File: config.mk
export PLATFORM = sky130hd
export DESIGN_NAME = sar_adc_sequencer
export DESIGN_NICKNAME = d
export VERILOG_FILES = /design/src/sar_pkg.sv /design/src/sar_adc_sequencer.sv
export VERILOG_INCLUDE_DIRS = /design/src
export SDC_FILE = /design/constraint.sdc
export NUM_CORES = 1
export LEC_CHECK = 0
export BUFFER_PORTS_ARGS = -buffer_cell sky130_fd_sc_hd__buf_2
export CORE_MARGIN = 2
export CORE_UTILIZATION = 55
export CTS_CLUSTER_SIZE = 16
export DETAILED_ROUTE_END_ITERATION = 12
export PLACE_DENSITY = 0.75
export SETUP_SLACK_MARGIN = 0.05
export SYNTH_ARGS = -nofsm -noshare
export SYNTH_HDL_FRONTEND = slang
export SYNTH_SLANG_ARGS = --single-unit
File: constraint.sdc
create_clock -name CLK_IN -period 3.9 [get_ports CLK_IN]
set_clock_uncertainty 0.2 [all_clocks]
set_input_delay 0.975 -clock CLK_IN [delete_from_list [all_inputs] [get_ports CLK_IN]]
set_output_delay 0.975 -clock CLK_IN [all_outputs]
set_load 0.02 [all_outputs]
File: src/sar_cfg.svh
// addresses, field positions, reset values and cycle counts of the converter
// assumes an 8-bit register port and a 50 MHz bus clock
`ifndef SAR_CFG_SVH
`define SAR_CFG_SVH
`define SAR_CTL_ADDR 8'h30
`define SAR_RES1_ADDR 8'h31
`define SAR_RES4_ADDR 8'h34
`define SAR_OPT_ADDR 8'h39
`define SAR_OPT_RESET 8'h10
`define SAR_ZERO8 8'h00
`define OPT_PU 7
`define OPT_CONVERTER_CLOCK_SELECT 6
`define OPT_IRQ_EDGE_SELECT 5
`define OPT_DLY 4
`define OPT_CME 3
`define OPT_FORCED_CLOCK_WATCH 2
`define OPT_CR_HI 1
`define OPT_CR_LO 0
`define CTL_DONE 7
`define CTL_SCAN 5
`define CTL_MULTI_CHANNEL_SELECT 4
`define CTL_CH_HI 3
`define CTL_CH_LO 0
`define SAR_SAMPLE_CYC 4'hC
`define SAR_STEP_CYC 4'h8
`define SAR_MSB_IDX 3'h7
`define SAR_LAST_SLOT 2'h3
`define SAR_PROT_CYC 7'h40
`define SAR_STOP_LONG_CYC 12'hFA0
`define SAR_STOP_SHORT_CYC 12'h004
`endif

File: src/sar_pkg.sv
// types shared by the converter sequencer
// assumes sar_cfg.svh supplies the numeric constants
package sar_pkg;
  typedef enum logic [1:0]
  {
    ST_IDLE = 2'b00,
    ST_SAMPLE = 2'b01,
    ST_STEP = 2'b10
  } sar_state_e;
  typedef struct packed
  {
    logic scan;
    logic multi_channel_select;
    logic [3:0] chan;
  } conv_ctl_s;
  typedef struct packed
  {
    logic pu;
    logic converter_clock_select;
    logic irq_edge_select;
    logic dly;
    logic clock_monitor_enable;
    logic forced_clock_watch;
    logic [1:0] cr;
  } opt_s;
endpackage

File: src/sar_adc_sequencer.sv
// successive approximation converter sequencer with system configuration register
// assumes a comparator input that is high when the sampled input >= trial level
`timescale 1ns/100ps
`include "sar_cfg.svh"
module sar_adc_sequencer
  import sar_pkg::*;
(
  // clock and reset
  input wire logic CLK_IN,
  input wire logic RST_N_IN,
  // register port
  input wire logic [7:0] ADDR_IN,
  input wire logic [7:0] WDATA_IN,
  input wire logic WR_IN,
  input wire logic RD_IN,
  output logic [7:0] RDATA_OUT,
  // mode and stop
  input wire logic SPECIAL_MODE_IN,
  input wire logic STOP_EXIT_IN,
  output logic RESUME_OUT,
  // analog side
  input wire logic COMP_IN,
  output logic [3:0] MUX_SEL_OUT,
  output logic SAMPLE_OUT,
  output logic [7:0] DAC_OUT,
  output logic POWER_OUT,
  output logic PUMP_EN_OUT,
  output logic RC_CLK_SEL_OUT,
  // system configuration
  output logic IRQ_FALL_EDGE_OUT,
  output logic CLK_MON_ON_OUT,
  output logic [1:0] WDOG_RATE_OUT
);

  conv_ctl_s ctl;
  opt_s opt;
  sar_state_e state;
  logic done;
  logic [3:0] samp_cnt;
  logic [2:0] bit_idx;
  logic [7:0] sar;
  logic [1:0] slot;
  logic [7:0] result [0:3];
  logic pend;
  logic [7:0] pend_data;
  logic [1:0] pend_slot;
  logic [6:0] prot_cnt;
  logic prot_used;
  logic [11:0] stop_cnt;
  logic stopping;
  logic ctl_wr, opt_wr, conv_end, commit, prot_open;
  logic [7:0] trial, next_rdata;
  logic [3:0] samp_run, step_run;

  function automatic logic is_result(input logic [7:0] a);
    is_result = (a >= `SAR_RES1_ADDR) && (a <= `SAR_RES4_ADDR);
  endfunction

  assign ctl_wr = WR_IN && (ADDR_IN == `SAR_CTL_ADDR);
  assign opt_wr = WR_IN && (ADDR_IN == `SAR_OPT_ADDR);
  assign conv_end = (state == ST_STEP) && (bit_idx == 3'h0);
  assign trial = sar | (8'h01 << bit_idx);

  assign MUX_SEL_OUT = ctl.multi_channel_select ? {ctl.chan[3:2], slot} : ctl.chan;

  assign SAMPLE_OUT = (state == ST_SAMPLE);
  assign DAC_OUT = (state == ST_STEP) ? trial : `SAR_ZERO8;
  assign POWER_OUT = opt.pu;
  assign PUMP_EN_OUT = opt.pu;
  assign RC_CLK_SEL_OUT = opt.converter_clock_select;
  assign IRQ_FALL_EDGE_OUT = opt.irq_edge_select;
  assign CLK_MON_ON_OUT = opt.forced_clock_watch | opt.clock_monitor_enable;
  assign WDOG_RATE_OUT = opt.cr;

  // control register, bits 5 to 0 writable; done and bit 6 are not
  always_ff @(posedge CLK_IN)
  begin
    if (!RST_N_IN)
    begin
      ctl <= '0;
    end
    else if (ctl_wr)
    begin
      ctl <= {WDATA_IN[`CTL_SCAN], WDATA_IN[`CTL_MULTI_CHANNEL_SELECT], WDATA_IN[`CTL_CH_HI:`CTL_CH_LO]};
    end
  end

  // conversion state machine
  always_ff @(posedge CLK_IN)
  begin
    if (!RST_N_IN)
    begin
      state <= ST_IDLE;
      samp_cnt <= 4'h0;
      bit_idx <= `SAR_MSB_IDX;
      sar <= `SAR_ZERO8;
      slot <= 2'h0;
    end
    else if (!opt.pu)
    begin
      state <= ST_IDLE;
    end
    else if (ctl_wr)
    begin
      state <= ST_SAMPLE;
      samp_cnt <= 4'h0;
      bit_idx <= `SAR_MSB_IDX;
      sar <= `SAR_ZERO8;
      slot <= 2'h0;
    end
    else
    begin
      case (state)
        ST_SAMPLE:
        begin
          samp_cnt <= samp_cnt + 4'h1;
          if (samp_cnt == `SAR_SAMPLE_CYC - 4'h1)
          begin
            state <= ST_STEP;
            bit_idx <= `SAR_MSB_IDX;
            sar <= `SAR_ZERO8;
          end
        end
        ST_STEP:
        begin
          // keep bit when input reaches trial
          if (COMP_IN)
          begin
            sar <= trial;
          end
          bit_idx <= bit_idx - 3'h1;
          if (bit_idx == 3'h0)
          begin
            samp_cnt <= 4'h0;
            slot <= slot + 2'h1;
            if (slot == `SAR_LAST_SLOT && !ctl.scan)
            begin
              state <= ST_IDLE;
            end
            else
            begin
              state <= ST_SAMPLE;
            end
          end
        end
        default:
        begin
          state <= ST_IDLE;
        end
      endcase
    end
  end

  // result held back during a read
  // unpowered or restarted: the pending result is dropped, never written
  assign commit = pend && !RD_IN && opt.pu && !ctl_wr;
  always_ff @(posedge CLK_IN)
  begin
    if (!RST_N_IN)
    begin
      pend <= 1'b0;
      pend_data <= `SAR_ZERO8;
      pend_slot <= 2'h0;
    end
    else if (ctl_wr || !opt.pu)
    begin
      pend <= 1'b0;
    end
    else if (conv_end)
    begin
      pend <= 1'b1;
      pend_data <= COMP_IN ? trial : sar;
      pend_slot <= slot;
    end
    else if (commit)
    begin
      pend <= 1'b0;
    end
  end

  // slot picks result register in both modes
  always_ff @(posedge CLK_IN)
  begin
    if (!RST_N_IN)
    begin
      for (int i = 0; i < 4; i++)
      begin
        result[i] <= `SAR_ZERO8;
      end
    end
    else if (commit)
    begin
      result[pend_slot] <= pend_data;
    end
  end

  // done flag; a restarting write wins
  always_ff @(posedge CLK_IN)
  begin
    if (!RST_N_IN)
    begin
      done <= 1'b0;
    end
    else if (ctl_wr && opt.pu)
    begin
      done <= 1'b0;
    end
    else if (commit && pend_slot == `SAR_LAST_SLOT)
    begin
      done <= 1'b1;
    end
  end

  assign prot_open = SPECIAL_MODE_IN || (!prot_used && prot_cnt < `SAR_PROT_CYC);
  always_ff @(posedge CLK_IN)
  begin
    if (!RST_N_IN)
    begin
      prot_cnt <= 7'h0;
      prot_used <= 1'b0;
    end
    else
    begin
      if (prot_cnt < `SAR_PROT_CYC)
      begin
        prot_cnt <= prot_cnt + 7'h1;
      end
      if (opt_wr && !SPECIAL_MODE_IN)
      begin
        prot_used <= 1'b1;
      end
    end
  end

  // configuration register
  always_ff @(posedge CLK_IN)
  begin
    if (!RST_N_IN)
    begin
      opt <= `SAR_OPT_RESET;
    end
    else if (opt_wr)
    begin
      opt.pu <= WDATA_IN[`OPT_PU];
      opt.converter_clock_select <= WDATA_IN[`OPT_CONVERTER_CLOCK_SELECT];
      opt.clock_monitor_enable <= WDATA_IN[`OPT_CME];
      if (prot_open)
      begin
        opt.irq_edge_select <= WDATA_IN[`OPT_IRQ_EDGE_SELECT];
        opt.dly <= WDATA_IN[`OPT_DLY];
        opt.cr <= WDATA_IN[`OPT_CR_HI:`OPT_CR_LO];
        // forced monitor can only be set
        opt.forced_clock_watch <= opt.forced_clock_watch | WDATA_IN[`OPT_FORCED_CLOCK_WATCH];
      end
    end
  end

  always_ff @(posedge CLK_IN)
  begin
    if (!RST_N_IN)
    begin
      stop_cnt <= 12'h0;
      stopping <= 1'b0;
    end
    else if (STOP_EXIT_IN && !stopping)
    begin
      stopping <= 1'b1;
      stop_cnt <= opt.dly ? `SAR_STOP_LONG_CYC - 12'h1 : `SAR_STOP_SHORT_CYC - 12'h1;
    end
    else if (stopping)
    begin
      stop_cnt <= stop_cnt - 12'h1;
      if (stop_cnt == 12'h0)
      begin
        stopping <= 1'b0;
      end
    end
  end
  assign RESUME_OUT = stopping && (stop_cnt == 12'h0);

  // read mux; control bit 6 zero, data only after strobe
  always_comb
  begin
    next_rdata = `SAR_ZERO8;
    if (RD_IN)
    begin
      if (ADDR_IN == `SAR_CTL_ADDR)
      begin
        next_rdata = {done, 1'b0, ctl.scan, ctl.multi_channel_select, ctl.chan};
      end
      else if (is_result(ADDR_IN))
      begin
        next_rdata = result[2'(ADDR_IN - `SAR_RES1_ADDR)];
      end
      else if (ADDR_IN == `SAR_OPT_ADDR)
      begin
        next_rdata = opt;
      end
    end
  end

  always_ff @(posedge CLK_IN)
  begin
    RDATA_OUT <= RST_N_IN ? next_rdata : `SAR_ZERO8;
  end

  // phase run lengths for the checks; counted apart from the sequencer's own counters
  always_ff @(posedge CLK_IN)
  begin
    samp_run <= (!RST_N_IN || ctl_wr || !SAMPLE_OUT) ? 4'h0 : samp_run + 4'h1;
    step_run <= (!RST_N_IN || ctl_wr || state != ST_STEP) ? 4'h0 : step_run + 4'h1;
  end
endmodule

==> flow_summary_export.csv <==
group,metric,value,unit
die,num_rows,34,
cells_and_area,fin_util,63.2,%
timing,hold_viol,0,
cells_and_area,final_cell_count_no_fill,654,
power,swShare,23.5,%
die,die-area,9950,sq um
clocking,clockBufferDepth,2,
cells_and_area,multiInputGateArea,2410,sq um
synthesis,synth_cell_types,61,
synthesis,async_flop_share,0,%
global_routing,grt_start_max_net_pins,40,
synthesis,ys_warn_count,0,
cells_and_area,area_growth_syn_to_layout,10.4,%
drt,drt_first_pass_iters,4,
global_routing,grt_pass1_wl,18.3,mm
cells_and_area,nets,578,
clocking,cts_tree,"yes",
clocking,clock_latency,370,ps
power,pwr-share-clk,34.4,%
synthesis,syn_nets,536,
power,p_switching,481,uW
timing,min_period_over_period,80.4,%
global_routing,grt_util_all_layers,23.4,%
clocking,cts_max_level,3,
placed_design,place_area,5360,sq um
setup_path,cp_slowest_cell,"dfxtp_1",
synthesis,synthFlopType,"dfxtp_1",
cells_and_area,layout-drive-gt1-share,17.0,%
setup_path,cp.arrival,1960,ps
global_routing,grt_pass1_vias,3704,
synthesis,synth_edf_count,32,
clocking,root_buffer,"clkbuf_8",
drt,drt_iter0_drc,196,
synthesis,syn-cell-area,5040,sq um
clocking,holdBufCountCts,0,
setup_path,critical_path.max_fanout,21,
synthesis,synth_area_leaders,"dfxtp_1 (29%), edfxtp_1 (19%), and2_1 (4.3%)",
clocking,cts_resized,0,
timing,finalCriticalPeriod,3130,ps
clocking,postCtsSetupRepairBufs,0,
power,leakagePower,2.09,nW
drt,dr_total_vias,3787,
timing,worstMarginPinSlew,1160,ps
drt,ant_nets,0,
synthesis,synth-seq-area-share,48.4,%
die,core_area,8810,sq um
clocking,path_clk_slew,90,ps
cells_and_area,final_area,5570,sq um
job,cap_violations,0,
clocking,numCtsBuffers,9,
synthesis,yosys-top-cells-count,"dfxtp_1 (74), nor2_1 (38), and2_1 (35)",
synthesis,syn_area_per_cell,10.1,sq um
timing,slew_viol_final,0,
drt,avgRoutedWirePerCell,16.9,um
drt,via_per_inst,5.79,
timing,whs,279,ps
setup_path,worstSetupPathType,"register to primary output",
power,peakVddDrop,0.165,mV
setup_path,cpPeakStageDelay,730,ps
timing,max_clock_freq,0.319,GHz
setup_path,cp_top_family,"flip-flops",
die,initial_core_util,57.3,%
drt,wirelength,11.0,mm
power,p_seq_share,58.3,%
global_routing,overflow,0,
setup_path,crit_chain,"nor4b_1 > nand2_1 > nor2_1 > buf_2",
synthesis,syn_inst,499,
synthesis,synth.most_common_cell,"dfxtp_1",
die,pin_count,52,
cells_and_area,regArea,2440,sq um
global_routing,antenna_found_initial,0,
synthesis,synth_seq_cells,106,
synthesis,synth_top_area_share,29.4,%
placed_design,dp_cells,638,
cells_and_area,nFillCells,727,
setup_path,path_buf_inv,1,
timing,finalSetupViolations,0,
die,die_w,99.8,um
hold_path,hp-class,"register to register",
outcome,outcome,"complete, no violations",
power,intPower,1.57,mW
clocking,cts_sinks,106,
setup_path,end_kind,"primary output",
timing,maxSlewHeadroom,21.9,%
synthesis,yosys.area.top_type,"dfxtp_1",
placed_design,globalplace.congestion,0.821,
placed_design,numPortBuffers,51,
timing,rsz0062_at_grt,"no",
drt,drc_errors,0,
cells_and_area,num_antenna_cells,0,
power,power.density,368,nW/um^2
die,die_h,99.8,um
setup_path,crit_path_start_kind,"register",
setup_path,required,2720,ps
timing,tns,0,ps
placed_design,dp_hpwl,8.01,mm
power,comb_power_share,7.3,%
layout by cell type (no fill, tap or decap), types with 3 or more instances in the layout:
| cell | Yosys | routed |
|---|---|---|
| nand2b_1 | 10 | 10 |
| clkbuf_8 | 0 | 10 |
| nor2_1 | 38 | 38 |
| nor4_1 | 3 | 3 |
| nor3_1 | 9 | 9 |
| or3_1 | 6 | 6 |
| xnor2_1 | 3 | 3 |
| and2_1 | 35 | 35 |
| buf_2 | 4 | 51 |
| mux4_2 | 8 | 8 |
| a21oi_1 | 29 | 29 |
| nand2_1 | 30 | 30 |
| ha_1 | 14 | 14 |
| edfxtp_1 | 32 | 32 |
| a22o_1 | 8 | 8 |
| nor2b_1 | 24 | 24 |
| mux2_2 | 3 | 3 |
| buf_4 | 5 | 7 |
| nand3_1 | 7 | 7 |
| o21a_1 | 8 | 8 |
| xor2_1 | 4 | 4 |
| mux2i_1 | 9 | 9 |
| inv_1 | 17 | 17 |
| a31oi_1 | 14 | 14 |
| or2_2 | 4 | 4 |
| a221o_1 | 6 | 6 |
| o21ai_0 | 15 | 15 |
| or4_1 | 4 | 4 |
| dfxtp_1 | 74 | 74 |
| nor3b_1 | 3 | 3 |
| nand3b_1 | 6 | 6 |
| a211oi_1 | 12 | 12 |
| nand4b_1 | 3 | 3 |
registers in the layout, indices dropped and copies added, names as in the netlist, 2 cells and up:
register and count:
WDOG_RATE_OUT 2, bit_idx 3, slot 2, pend_data 8
ctl 6, result 32, opt 3, state 2
samp_cnt 4, RDATA_OUT 8, sar 8, pend_slot 2
stop_cnt 12, prot_cnt 7
kinds of logic after synthesis:
family                   after synthesis  share of synthesized area, %
flip-flops                           106                          48.4
AO/OA/AOI/OAI                        112                          14.8
XOR/XNOR                               7                          1.22
buffers and inverters                 44                          3.77
AND/OR/NAND/NOR                      196                          22.2
multiplexers                          20                          6.03
adder cells (fa/ha/maj)               14                          3.47
power groups by stage:
stage / Clock [mW] / Combinational [mW] / Sequential (mW)
finish: 0.704 / 0.150 / 1.19
detailed placement: 0 / 0.150 / 1.22
global route: 0.751 / 0.165 / 1.20
CTS: 0.712 / 0.151 / 1.19
floorplan: 0 / 0.113 / 1.21
global placement: 0 / 0.145 / 1.22
per-layer routing:
layer | vias to the layer above | track usage, % | part of all wire, %
met1 | 1799 | 32.1 | 46
li1 | 1886 | - | -
met2 | 85 | 38.1 | 48
met3 | 17 | 3.44 | 3.9
met5 | - | 0 | 0
met4 | 0 | 8.43 | 1.7
path summary, 6_finish.rpt:
path | end | startpoint | cells after the start | slack [ps]
worst max-delay path | RESUME_OUT | stopping | 4 | 770
worst min-delay path | ctl[2] | ctl[2] | 2 | 280
worst max register to register | result[3][6] | POWER_OUT | 2 | 1360
worst min register to register | ctl[2] | ctl[2] | 2 | 280
metrics by stage:
stage          total power, mW  setup slack (ps)
2_1_floorplan             1.32               439
3_3_place_gp              1.36               669
4_1_cts                   2.06               766
5_1_grt                   2.12               538
6_report                  2.05               765
3_5_place_dp              1.37               573
worst min-delay path: stages (launching register included):
cell	delay, ps
dfxtp_1	330
nand2_1	60
a21oi_1	50
final cells by class:
type,instances,share of cell area [%]
clock buffers,14,3.50
clock inverters,2,0.270
inverters,17,1.15
multi-input cells,349,43.3
flip-flops and latches,106,43.9
well taps,108,2.43
repair buffers,58,5.53
(Power assumes the default switching activity.)
